===== config.mk =====
export PLATFORM = sky130hd
export DESIGN_NAME = tos_output_stage
export DESIGN_NICKNAME = d
export VERILOG_FILES = /design/src/pkg/tos_pkg.sv /design/src/pkg/tos_tick_if.sv /design/src/core/tos_ms_div.sv /design/src/core/tos_output_stage.sv
export SDC_FILE = /design/constraint.sdc
export NUM_CORES = 1
export LEC_CHECK = 0
export BUFFER_PORTS_ARGS = -buffer_cell sky130_fd_sc_hd__clkbuf_2
export CAP_MARGIN = 15
export CORE_ASPECT_RATIO = 1.4
export CORE_MARGIN = 3
export CORE_UTILIZATION = 60
export CTS_CLUSTER_DIAMETER = 60
export DETAILED_ROUTE_END_ITERATION = 6
export PLACE_DENSITY_LB_ADDON = 0.1
export SYNTH_ARGS = -nofsm -noshare
export SYNTH_HDL_FRONTEND = slang
export SYNTH_HIERARCHICAL = 1
export SYNTH_SLANG_ARGS = --single-unit

===== constraint.sdc =====
create_clock -name clk_in -period 6.3 [get_ports clk_in]
set_input_delay 1.26 -clock clk_in [delete_from_list [all_inputs] [get_ports clk_in]]
set_output_delay 1.26 -clock clk_in [all_outputs]
set_load 0.01 [all_outputs]

===== src/pkg/tos_pkg.sv =====
// Constants and types for the touch output stage
package tos_pkg;
  localparam int unsigned CLK_HZ        = 100_000_000;
  localparam int unsigned PULSE_MS      = 75;
  localparam int unsigned TONE_MS       = 95;
  localparam int unsigned FLOAT_US      = 350;
  localparam int unsigned TONE_HZ       = 4000;
  localparam int unsigned TIMEOUT_S_SHORT = 10;
  localparam int unsigned TIMEOUT_S_LONG  = 60;
  localparam int unsigned CONFIRM_COUNT = 4;
  localparam int unsigned MS_CYC        = CLK_HZ / 1000;
  localparam int unsigned FLOAT_CYC     = FLOAT_US * (CLK_HZ / 1_000_000);
  localparam int unsigned HALF_TONE_CYC = CLK_HZ / (2 * TONE_HZ);
  localparam logic [1:0] STRAP_LEVEL10 = 2'h3;
  localparam logic [1:0] STRAP_LEVEL60 = 2'h2;
  localparam logic [1:0] STRAP_TOGGLE  = 2'h0;
  localparam logic [1:0] STRAP_PULSE   = 2'h1;

  typedef enum logic [1:0] {
    TOS_LEVEL  = 2'b00,
    TOS_TOGGLE = 2'b01,
    TOS_PULSE  = 2'b10
  } tos_mode_t;
endpackage


===== src/pkg/tos_tick_if.sv =====
// Millisecond tick carrier between the stage and its divider
`timescale 1ns/1ps
interface tos_tick_if;
  logic ms_tick;
  modport src (output ms_tick);
  modport dst (input  ms_tick);
endinterface


===== src/core/tos_ms_div.sv =====
// Divider making a one-cycle millisecond enable
`timescale 1ns/1ps
module tos_ms_div
  import tos_pkg::*;
#(
  // Cycles per tick; a bench may shorten it to reach the long timers
  parameter int unsigned TICK_CYC_P = MS_CYC
) (
  // Clock and reset
  input  wire logic clk_in,
  input  wire logic rst_in,
  // Tick out
  tos_tick_if.src   tick
);
  typedef struct packed {
    logic [16:0] cnt;
    logic        tick;
  } tos_div_t;
  tos_div_t st_reg;
  tos_div_t st_next;

  always_comb begin
    st_next      = st_reg;
    st_next.tick = 1'b0;
    if (st_reg.cnt == 17'(TICK_CYC_P - 1)) begin
      st_next.cnt  = '0;
      st_next.tick = 1'b1;
    end else begin
      st_next.cnt = st_reg.cnt + 17'h0_001;
    end
  end

  always_ff @(posedge clk_in or posedge rst_in) begin
    if (rst_in) begin
      st_reg <= '0;
    end else begin
      st_reg <= st_next;
    end
  end

  assign tick.ms_tick = st_reg.tick;
endmodule // tos_ms_div


===== src/core/tos_output_stage.sv =====
// Touch sensor output stage: modes, pulse, tone and health float
`timescale 1ns/1ps
module tos_output_stage
  import tos_pkg::*;
#(
  parameter int unsigned PULSE_MS_P = PULSE_MS,
  parameter int unsigned TONE_MS_P  = TONE_MS,
  parameter int unsigned SHORT_S_P  = TIMEOUT_S_SHORT,
  parameter int unsigned LONG_S_P   = TIMEOUT_S_LONG,
  parameter int unsigned TICK_CYC_P = MS_CYC
) (
  // Clock and reset
  input  wire logic clk_in,
  input  wire logic rst_in,
  // Option straps
  input  wire logic option_strap_first_in,
  input  wire logic option_strap_second_in,
  // Acquisition results
  input  wire logic burst_start_in,
  input  wire logic burst_over_in,
  // Output pin, driven while enable is high
  output logic      out_pin_out,
  output logic      out_pin_oe_out,
  // Sense pins during tone
  output logic      sense_pin_a_out,
  output logic      sense_pin_b_out,
  output logic      sense_pins_oe_out,
  // Status
  output logic      detect_out,
  output logic      recal_req_out
);
  // ****************************************
  // Millisecond divider
  // ****************************************
  tos_tick_if tk ();

  tos_ms_div #(.TICK_CYC_P(TICK_CYC_P)) u_div (
    .clk_in (clk_in),
    .rst_in (rst_in),
    .tick   (tk.src)
  );

  // ****************************************
  // State
  // ****************************************
  typedef struct packed {
    logic        strapped;
    tos_mode_t   mode;
    logic        long_to;
    logic [2:0]  confirm;
    logic        detect;
    logic        toggled;
    logic [16:0] on_ms;
    logic [6:0]  pulse_ms;
    logic        pulse_on;
    logic [6:0]  tone_ms;
    logic        tone_on;
    logic [13:0] tone_div;
    logic        tone_ph;
    logic [15:0] float_cnt;
    logic        floating;
    logic        pin;
    logic        oe;
    logic        snd_a;
    logic        snd_b;
    logic        recal;
  } tos_state_t;

  tos_state_t st_reg;
  tos_state_t st_next;
  logic [16:0] timeout_ms;

  // ****************************************
  // Next state
  // ****************************************
  always_comb begin
    st_next       = st_reg;
    st_next.recal = 1'b0;
    timeout_ms    = st_reg.long_to ? 17'(LONG_S_P * 1000) : 17'(SHORT_S_P * 1000);
    // Straps caught once, on the first clock after reset release
    if (!st_reg.strapped) begin
      st_next.strapped = 1'b1;
      unique case ({option_strap_first_in, option_strap_second_in})
        STRAP_LEVEL10: st_next.mode = TOS_LEVEL;
        STRAP_LEVEL60: begin
          st_next.mode    = TOS_LEVEL;
          st_next.long_to = 1'b1;
        end
        STRAP_TOGGLE:  st_next.mode = TOS_TOGGLE;
        STRAP_PULSE:   st_next.mode = TOS_PULSE;
      endcase
    end
    // Consensus filter on burst results
    if (burst_start_in) begin
      st_next.floating  = 1'b1;
      st_next.float_cnt = 16'(FLOAT_CYC - 1);
    end
    if (burst_over_in && !st_reg.detect) begin
      if (st_reg.confirm == 3'(CONFIRM_COUNT - 1)) begin
        st_next.confirm = '0;
        st_next.detect  = 1'b1;
        st_next.on_ms   = '0;
        st_next.toggled = ~st_reg.toggled;
        if (st_reg.mode == TOS_PULSE) begin
          st_next.pulse_on = 1'b1;
          st_next.pulse_ms = '0;
        end else begin
          st_next.tone_on  = 1'b1;
          st_next.tone_ms  = '0;
          st_next.tone_div = '0;
        end
      end else begin
        st_next.confirm = st_reg.confirm + 3'h1;
      end
    end
    // A finished burst below threshold ends detection or clears the count
    if (burst_start_in && !burst_over_in) begin
      st_next.confirm = '0;
      st_next.detect  = 1'b0;
    end
    if (tk.ms_tick) begin
      if (st_reg.detect) begin
        if (st_reg.on_ms == timeout_ms - 17'h0_001) begin
          st_next.detect = 1'b0;
          st_next.recal  = 1'b1;
        end else begin
          st_next.on_ms = st_reg.on_ms + 17'h0_001;
        end
      end
      if (st_reg.pulse_on) begin
        if (st_reg.pulse_ms == 7'(PULSE_MS_P - 1)) begin
          st_next.pulse_on = 1'b0;
        end
        st_next.pulse_ms = st_reg.pulse_ms + 7'h01;
      end
      if (st_reg.tone_on) begin
        if (st_reg.tone_ms == 7'(TONE_MS_P - 1)) begin
          st_next.tone_on = 1'b0;
        end
        st_next.tone_ms = st_reg.tone_ms + 7'h01;
      end
    end
    if (st_reg.tone_on) begin
      if (st_reg.tone_div == 14'(HALF_TONE_CYC - 1)) begin
        st_next.tone_div = '0;
        st_next.tone_ph  = ~st_reg.tone_ph;
      end else begin
        st_next.tone_div = st_reg.tone_div + 14'h0_001;
      end
    end
    if (st_reg.floating && !burst_start_in) begin
      if (st_reg.float_cnt == '0) begin
        st_next.floating = 1'b0;
      end else begin
        st_next.float_cnt = st_reg.float_cnt - 16'h0_001;
      end
    end
    // Active-low level per mode; toggle state survives a timeout
    unique case (st_reg.mode)
      TOS_LEVEL:  st_next.pin = ~st_next.detect;
      TOS_TOGGLE: st_next.pin = ~st_next.toggled;
      TOS_PULSE:  st_next.pin = ~st_next.pulse_on;
      default:    st_next.pin = 1'b1;
    endcase
    // Registered copies, so that every pin leaves a flip-flop
    st_next.oe    = ~st_next.floating;
    st_next.snd_a = st_next.tone_on & st_next.tone_ph;
    st_next.snd_b = st_next.tone_on & ~st_next.tone_ph;
  end

  always_ff @(posedge clk_in or posedge rst_in) begin
    if (rst_in) begin
      st_reg     <= '0;
      st_reg.pin <= 1'b1;
      st_reg.oe  <= 1'b1;
    end else begin
      st_reg <= st_next;
    end
  end

  // ****************************************
  // Outputs
  // ****************************************
  // Float overrides whatever level is driven, in all modes
  assign out_pin_out       = st_reg.pin;
  assign out_pin_oe_out    = st_reg.oe;
  assign sense_pin_a_out   = st_reg.snd_a;
  assign sense_pin_b_out   = st_reg.snd_b;
  assign sense_pins_oe_out = st_reg.tone_on;
  assign detect_out        = st_reg.detect;
  assign recal_req_out     = st_reg.recal;

  // ****************************************
  // Assertions
  // ****************************************
  property p_float_len;
    @(posedge clk_in) disable iff (rst_in)
      $rose(st_reg.floating) && !burst_start_in |-> st_reg.floating[*8];
  endproperty
  a_float_len: assert property (p_float_len) else $error("Float ended early");

  property p_pulse_no_tone;
    @(posedge clk_in) disable iff (rst_in)
      st_reg.mode == TOS_PULSE && st_reg.strapped |-> !sense_pins_oe_out;
  endproperty
  a_pulse_no_tone: assert property (p_pulse_no_tone) else $error("Tone in pulse mode");

  property p_level_low;
    @(posedge clk_in) disable iff (rst_in)
      st_reg.mode == TOS_LEVEL && st_reg.detect |-> !out_pin_out;
  endproperty
  a_level_low: assert property (p_level_low) else $error("Level not low");

  property p_tone_opposite;
    @(posedge clk_in) disable iff (rst_in)
      sense_pins_oe_out |-> sense_pin_a_out != sense_pin_b_out;
  endproperty
  a_tone_opposite: assert property (p_tone_opposite) else $error("Tone not opposite");

  property p_float_start;
    @(posedge clk_in) disable iff (rst_in)
      burst_start_in |=> !out_pin_oe_out;
  endproperty
  a_float_start: assert property (p_float_start) else $error("No float at burst");

  property p_confirm;
    @(posedge clk_in) disable iff (rst_in)
      $rose(detect_out) |-> $past(burst_over_in);
  endproperty
  a_confirm: assert property (p_confirm) else $error("Detect without burst");

  property p_tone_start;
    @(posedge clk_in) disable iff (rst_in)
      $rose(detect_out) && st_reg.mode != TOS_PULSE |-> sense_pins_oe_out;
  endproperty
  a_tone_start: assert property (p_tone_start) else $error("No tone on detect");
endmodule // tos_output_stage


## Word level (Yosys, flattened, before mapping)

Index checks and enable logic that the tools add are counted.
W data, S select, Z words.

- Bitwise operators: 10
- Reductions and logical operators: 15
- Shifts and indexed selects: 0
- $lt $le $gt $ge: 0
- Add/subtract/negate cells: 8
- Divide/modulo/power cells: 0
- Equality and inequality tests: 12
- $mul: 0
- Multiplexer cells: 31

Operators by type and width:

| kind | count |
|---|---|
| $mux W17 | 5 |
| $mux W52 | 1 |
| $mux W49 | 1 |
| $add A17 B1 Y17 const B | 2 |
| $mux W33 | 1 |
| $mux W16 | 2 |
| $mux W8 | 3 |
| $mux W22 | 1 |
| $eq A17 B17 Y1 | 1 |
| $eq A17 B17 Y1 const B | 1 |
| $sub A16 B1 Y17 const B | 1 |
| $logic_not A16 Y1 | 1 |
| $sub A16 B1 Y16 const B | 1 |
| $mux W15 | 1 |
| $add A14 B1 Y14 const B | 1 |
| $add A7 B1 Y7 const B | 2 |
| $eq A14 B14 Y1 const B | 1 |
| $eq A7 B7 Y1 const B | 2 |
| $mux W14 | 1 |
| $mux W1 | 11 |
| $not A1 Y1 | 8 |
| $eq A2 B2 Y1 const B | 3 |
| $pmux W2 S3 | 1 |
| $reduce_bool A2 Y1 | 3 |
| other kinds (14) | 21 |

- Memory bits (read-only): 0
- RAM bits: 0
- Bits in latches: 0
- Memories: 0
- Bits in registers: 97
- Word-level logic and storage cells: 98

## Depth between registers and ports, before layout

Gate-level depths: netlist of run 1.

- Depth in word-level cells: 10
- Mapped depth: 8

## Cells and area by module

The synthesis of run 1 kept the hierarchy.

By module, submodules not included:

| module | area an instance (um^2) | cells each | instances | seq. area each (um^2) |
|---|---|---|---|---|
| tos_output_stage | 4101.4 | 434 | 1 | 1979.4 |
| tos_ms_div | 850.8 | 76 | 1 | 450.4 |

## Worst setup path before layout of run 1

Ideal clock, no wire load.

- Path kind: input to register
- From: in burst_over_in
- To: reg st_reg[29] (netlist name)
- Stages: 6
- Arrival: 2273 ps
- Path slack: 3898 ps
- Required time: 6171 ps
- Buffers on the path: 1
- Path through: nor4bb_1 > and2_1 > nor2_1 > clkbuf_1 > o21ai_0 > o41ai_1

RTL lines:

| item | line | RTL |
|---|---|---|
| start, declared | tos_output_stage.sv:20 | `input wire logic burst_over_in,` |

==> summary.md, run 1 <==
| Metric | Value |
|---|---|
| Outcome | `complete, no violations` |
| Worst-Margin Slew | `0.9617 ns` |
| Die height | `113.5 µm` |
| Gr ovfl total | `0` |
| Avg Inst Size Synth | `between 9 and 10 µm²` |
| DRC Markers | `0` |
| WP data arrival | `about 3.0 ns` |
| Cell mode on critical path | `o21ai_0` |
| TritonCTS clock tree | `done` |
| Peak supply drop | `0.1679 mV` |
| Vias per inst | `6.123` |
| Hold path depth | `1` |
| Sw Pwr | `0.5591 mW` |
| # nets final | `538` |
| Die X | `82.78 µm` |
| Syn nets | `526` |
| Final TNS setup | `0 ns` |
| Post-DRT Antenna Nets | `0` |
| Synth area leaders | `dfrtp_1, o21ai_0, nor2_1` |
| CTS Sinks | `97` |
| Top Ports | `13` |
| Cell Int Power | `1.069 mW` |
| Via count | `3839` |
| CP required | `6.57 ns` |
| Skew-Pair Late Insertion Delay | `0.37 ns` |
| Area delta synth->final | `6.695%` |
| Flops & latches, synth | `97` |
| CP Launch Type | `input pin` |
| Drt total wl | `around 9.6 mm` |
| Gpl congestion | `roughly 0.82` |
| Place WS | `~3.2 ns` |
| PostCTS Resize Cnt | `0` |
| Yosys top cell area share | `48.00%` |
| Max reg flops | `72` |
| F_max | `361.3 MHz` |
| Final Hold Viols | `0` |
| Total Power | `1.628 mW` |
| Yosys warning count | `6` |
| Fraction of registers with async set/reset | `100.0%` |
| Crit path max fanout | `16` |
| CP peak stage delay | `about 0.71 ns` |
| First-pass GRT wire length | `16.82 mm` |
| CTS buffer count | `9` |
| Setup violators final | `0` |
| Mapped Area | `about 5000 µm²` |
| Clk pwr share | `23.0%` |
| Cell Count, Final, Fillers Out | `627` |
| Minimum clock period | `2.768 ns` |
| Final critical-path share of the clock period | `a little over two fifths` |
| Post-synthesis sequential area ratio | `approximately half` |
| RSZ-0062 raised after global routing | `no` |
| Setup Buffers After CTS | `0` |
| Placed insts | `between 600 and 700` |
| Hold WS | `0.4893 ns` |
| Core Area | `7893 µm²` |
| Max Slew Vio Count | `0` |
| Post-synth top flop | `dfrtp_1` |
| Critical path type | `in2reg` |
| Post-DP Area | `5109 µm²` |
| Largest net degree at the start of global routing | `80` |
| Slew HR | `35.89%` |
| Met2 WL | `4.886 mm` |
| Synth cell types | `64` |
| Flop-to-flop setup slack | `3.68 ns` |
| Clock Skews | `0.008448 ns` |
| Slowest library cell on the worst path | `nor2_1` |
| Comb power frac | `a little over a fifth` |
| Synthesized instance count | `510` |
| Finished Core Util | `66.95%` |
| Leakage | `2.180 nW` |
| CTS clk-pin slew, worst paths | `0.09 ns` |
| Post-synth EDFFs | `0` |
| Post-Layout Inst Area | `between 5000 and 6000 µm²` |
| Vias in the first global route | `3745` |
| HP Class | `reg2reg` |
| Detailed Place HPWL | `between 6 and 7 mm` |
| Initial DRT Pass Iterations | `5` |
| R2R depth | `7` |
| Die area | `9395 µm²` |
| Setup ws final | `3.532 ns` |
| ANT cells | `0` |
| Initial Util | `62.75%` |
| Highest metal used | `met4` |
| Power density cells | `308.0 nW/µm²` |
| M1 WL | `~4.3 mm` |
| Reg power frac | `55.9%` |
| Post-CTS Hold Buffers | `0` |
| Wire per inst | `~15 µm` |
| Crit-path cells | `clkbuf_2, nor4bb_2, buf_4, and2_1, nor2_1, o21ai_0, o21ai_0` |
| Iteration-0 DRC count of the detailed router | `between 200 and 250` |
| Largest area contributor in the netlist | `dfrtp_1` |
| Root Buffer | `clkbuf_8` |
| Rows | `38` |
| Antenna violations before repair | `0` |
| Max-cap violations | `0` |
| Sw Share | `34.35%` |
| Layout cell share with drive strength beyond 1 | `9.677%` |
| CP endpoint kind | `register` |
| Total track usage | `between 20% and 30%` |
| Clk buf depth | `2` |
| Met3 WL post-DR | `282 µm` |
| Port bufs | `12` |
| H-tree depth | `3` |
## per-layer routing
| metal | track usage, % | up-vias |
|---|---|---|
| li1 | - | 1882 |
| met1 | 28.95 | 1886 |
| met2 | 38.12 | 61 |
| met3 | 4.660 | 10 |
| met4 | 7.415 | 0 |
| met5 | 0 | - |
## logic make-up (layout without fill, tap and decap cells)
| family | Yosys count | count (layout) | share of synthesized area (%) |
|---|---|---|---|
| AND/OR/NAND/NOR | 220 | 220 | 24.96 |
| other | 1 | 1 | 0.07572 |
| buffers and inverters | 36 | 53 | 2.931 |
| multiplexers | 5 | 5 | 1.162 |
| flip-flops | 97 | 97 | 49.07 |
| XOR/XNOR | 27 | 27 | 4.775 |
| AO/OA/AOI/OAI | 114 | 114 | 14.50 |
| adder cells (fa/ha/maj) | 10 | 10 | 2.527 |
## power groups by stage
stage / logic, mW / registers (mW) / clock network [mW]
final: 0.345 / 0.909 / 0.374
after global routing: 0.404 / 0.929 / 0.409
after CTS: 0.349 / 0.906 / 0.382
after detailed placement: 0.348 / 0.916 / 0
after global placement: 0.329 / 0.908 / 0
after floorplan: 0.286 / 0.869 / 0
## final timing paths
| kind | from | end |
|---|---|---|
| max | burst_over_in | st_reg[36] |
| min | st_reg[52] | st_reg[52] |
| max reg2reg | st_reg[23] | st_reg[29] |
| min reg2reg | st_reg[52] | st_reg[52] |
| max in group asynchronous | rst_in | st_reg[78] |
| min in group asynchronous | rst_in | u_div/st_reg[1] |
## cell usage in the layout (no fill, tap or decap), drive strengths merged, types with 8 or more instances in the layout
master  Yosys  routed
nand4      15      15
nor2       50      50
dfrtp      95      95
nor3       18      18
nand2      43      43
ha         10      10
clkbuf     11      26
inv        21      20
and3        9       9
o21ai      49      49
o31ai      14      14
a21oi      15      15
a31oi       8       8
nand3      28      28
nor4       11      11
xnor2      20      20
## synth_stat cells (2+ instances only)
master	number
xor2_1	7
ha_1	10
or4_1	4
or3_1	2
nor4_1	7
a22o_1	2
a31oi_1	8
o41ai_1	4
buf_2	2
nand4bb_1	2
mux2_2	2
nand4b_1	2
dfstp_2	2
nand2b_1	5
and4_1	5
nand3_1	28
nor4bb_1	4
mux2i_1	2
nand2_1	43
and3_1	9
o31ai_1	14
and2_1	4
nor4_2	3
nor2b_1	5
clkbuf_1	11
a211oi_1	4
nor3_1	18
buf_4	2
inv_1	21
o21ai_1	3
o21a_1	2
o311ai_0	2
a21o_1	2
nand4_1	14
xnor2_1	20
nor2_1	50
dfrtp_1	95
o21ai_0	46
a21oi_1	14
nor4b_1	2
o211ai_1	5
## area by class of cell
type	count	area, µm²
Multi-Input combinational cell	377	2384
Tap cell	100	125.1
Timing Repair Buffer	16	90.09
Fill cell	647	2609
Clock buffer	14	162.7
Clock inverter	2	12.51
Inverter	21	80.08
Sequential cell	97	2430
## worst max-delay path: cells and delay by family
family          cells  cell delay (ns)
compound gates      2             0.38
buf+inv             2             0.32
simple gates        3             1.07
Note: power is estimated with default switching activity, not from simulation.
==> inputs of run 2 (changes only) <==
Settings changed: CORE_UTILIZATION 60 to 56.
Clock period 6.3 ns to 2.4 ns, I/O delays scaled along.
==> summary.md, run 2 (synthesis gave the netlist of run 1 again) <==
| Metric | Value |
|---|---|
| CP required | `2.61 ns` |
| Final critical-path share of the clock period | `roughly nine tenths` |
| Detailed Place HPWL | `6.872 mm` |
| Vias in the first global route | `3767` |
| Drt total wl | `around 9.6 mm` |
| Top Ports | `13` |
| CTS clk-pin slew, worst paths | `0.06 ns` |
| Leakage | `2.264 nW` |
| Critical path type | `reg2reg` |
| Outcome | `complete, no violations` |
| Hold WS | `0.2333 ns` |
| Final TNS setup | `0 ns` |
| Max-cap violations | `0` |
| Place WS | `0.2382 ns` |
| Die height | `117.3 µm` |
| Vias per inst | `6.000` |
| PostCTS Resize Cnt | `0` |
| Iteration-0 DRC count of the detailed router | `141` |
| Finished Core Util | `between 60% and 70%` |
| Largest net degree at the start of global routing | `31` |
| Wire per inst | `15.03 µm` |
| Setup violators final | `0` |
| Rows | `40` |
| Core Area | `8608 µm²` |
| TritonCTS clock tree | `done` |
| Routing usage on met2 | `35.89%` |
| Crit-path cells | `or4_4, nor4b_4, a21boi_1, a21oi_1, o21ai_1` |
| CP peak stage delay | `approximately 0.57 ns` |
| Initial DRT Pass Iterations | `4` |
| Top Usage Layer GRT | `met2` |
| Die area | `10020 µm²` |
| WP data arrival | `2.40 ns` |
| First-pass GRT wire length | `~17 mm` |
| Most frequent cells in the layout | `dfrtp_1, nor2_1, o21ai_0` |
| Setup ws final | `0.2084 ns` |
| Max reg flops | `72` |
| Slowest library cell on the worst path | `or4_4` |
| Worst-Margin Slew | `0.7097 ns` |
| Peak supply drop | `0.5431 mV` |
| Post-DP Area | `5175 µm²` |
| Minimum clock period | `2.192 ns` |
| Initial Util | `a little under three fifths` |
| F_max | `456.3 MHz` |
| Commonest non-fill, non-tap cell in the layout | `dfrtp_1` |
| Post-DRT Antenna Nets | `0` |
| CP Launch Type | `register` |
| Die X | `85.48 µm` |
| Clk buf depth | `2` |
| GR Util met1 | `between 20 and 25%` |
| CTS Sinks | `between 90 and 100` |
| Setup Buffers After CTS | `0` |
| Max Slew Vio Count | `0` |
| Total track usage | `between 20% and 30%` |
| CP endpoint kind | `register` |
| H-tree depth | `3` |
| Root Buffer | `clkbuf_16` |
| Antenna violations before repair | `0` |
| Grt met3 use | `3.431%` |
| Area delta synth->final | `10.06%` |
| DRC Markers | `0` |
| # nets final | `approximately 540` |
| HP Class | `in2async` |
| Power density cells | `851.7 nW/µm²` |
| Post-Layout Inst Area | `5450 µm²` |
| CP delay by family, top | `simple AND/OR/NAND/NOR gates` |
| Crit path max fanout | `7` |
| Port bufs | `12` |
| Clock Skews | `around 0.0073 ns` |
| Gpl congestion | `around 0.87` |
| Slew HR | `~52%` |
| CTS buffer count | `9` |
| RSZ-0062 raised after global routing | `no` |
| Bufs and invs on worst path | `0` |
| Skew-Pair Late Insertion Delay | `~0.34 ns` |
| Layout cell share with drive strength beyond 1 | `10.88%` |
| ANT cells | `0` |
| Gr ovfl total | `0` |
| Via count | `3828` |
| Final Hold Viols | `0` |
| Post-CTS Hold Buffers | `0` |
[run 2: cell type report]
cell class	count	area [µm²]
Clock buffer	13	260.3
Tap cell	105	131.4
Fill cell	735	3158
Inverter	21	82.58
Timing Repair Buffer	22	147.6
Clock inverter	3	15.01
Multi-Input combinational cell	377	2384
Sequential cell	97	2430
[run 2: metrics by stage]
stage | std cells | power [mW]
6_report | 638 | 4.642
5_1_grt | 638 | 4.951
4_1_cts | 638 | 4.686
3_5_place_dp | 622 | 3.345
3_3_place_gp | 622 | 3.280
2_1_floorplan | 510 | 3.034
[run 2: path summary, 6_finish.rpt]
check	from	endpoint	slack, ns	cells after the start
worst max-delay path	st_reg[16]	st_reg[8]	0.21	5
worst min-delay path	rst_in	st_reg[9]	0.23	2
worst max register to register	st_reg[16]	st_reg[8]	0.21	5
worst min register to register	st_reg[36]	st_reg[36]	0.48	1
max in group asynchronous	rst_in	st_reg[41]	1.41	3
min in group clk_in	option_strap_first_in	st_reg[76]	0.35	2
[run 2: where the power goes]
| group | switching [mW] | internal, mW |
|---|---|---|
| clock | 0.566 | 0.754 |
| combinational | 0.511 | 0.429 |
| sequential | 0.412 | 1.97 |
[run 2: worst reg2reg max path, delay by kind of cell, from the launching register on]
family / cells / cell delay (ns)
and+or+nand+nor: 2 / 1.04
DFF: 1 / 0.41
AOI/OAI and AO/OA: 3 / 0.63
[run 2: per-layer routing]
layer	vias up	wire [µm]
li1	1900	-
met3	14	221
met2	54	4932
met5	-	0
met4	0	189
met1	1860	4246
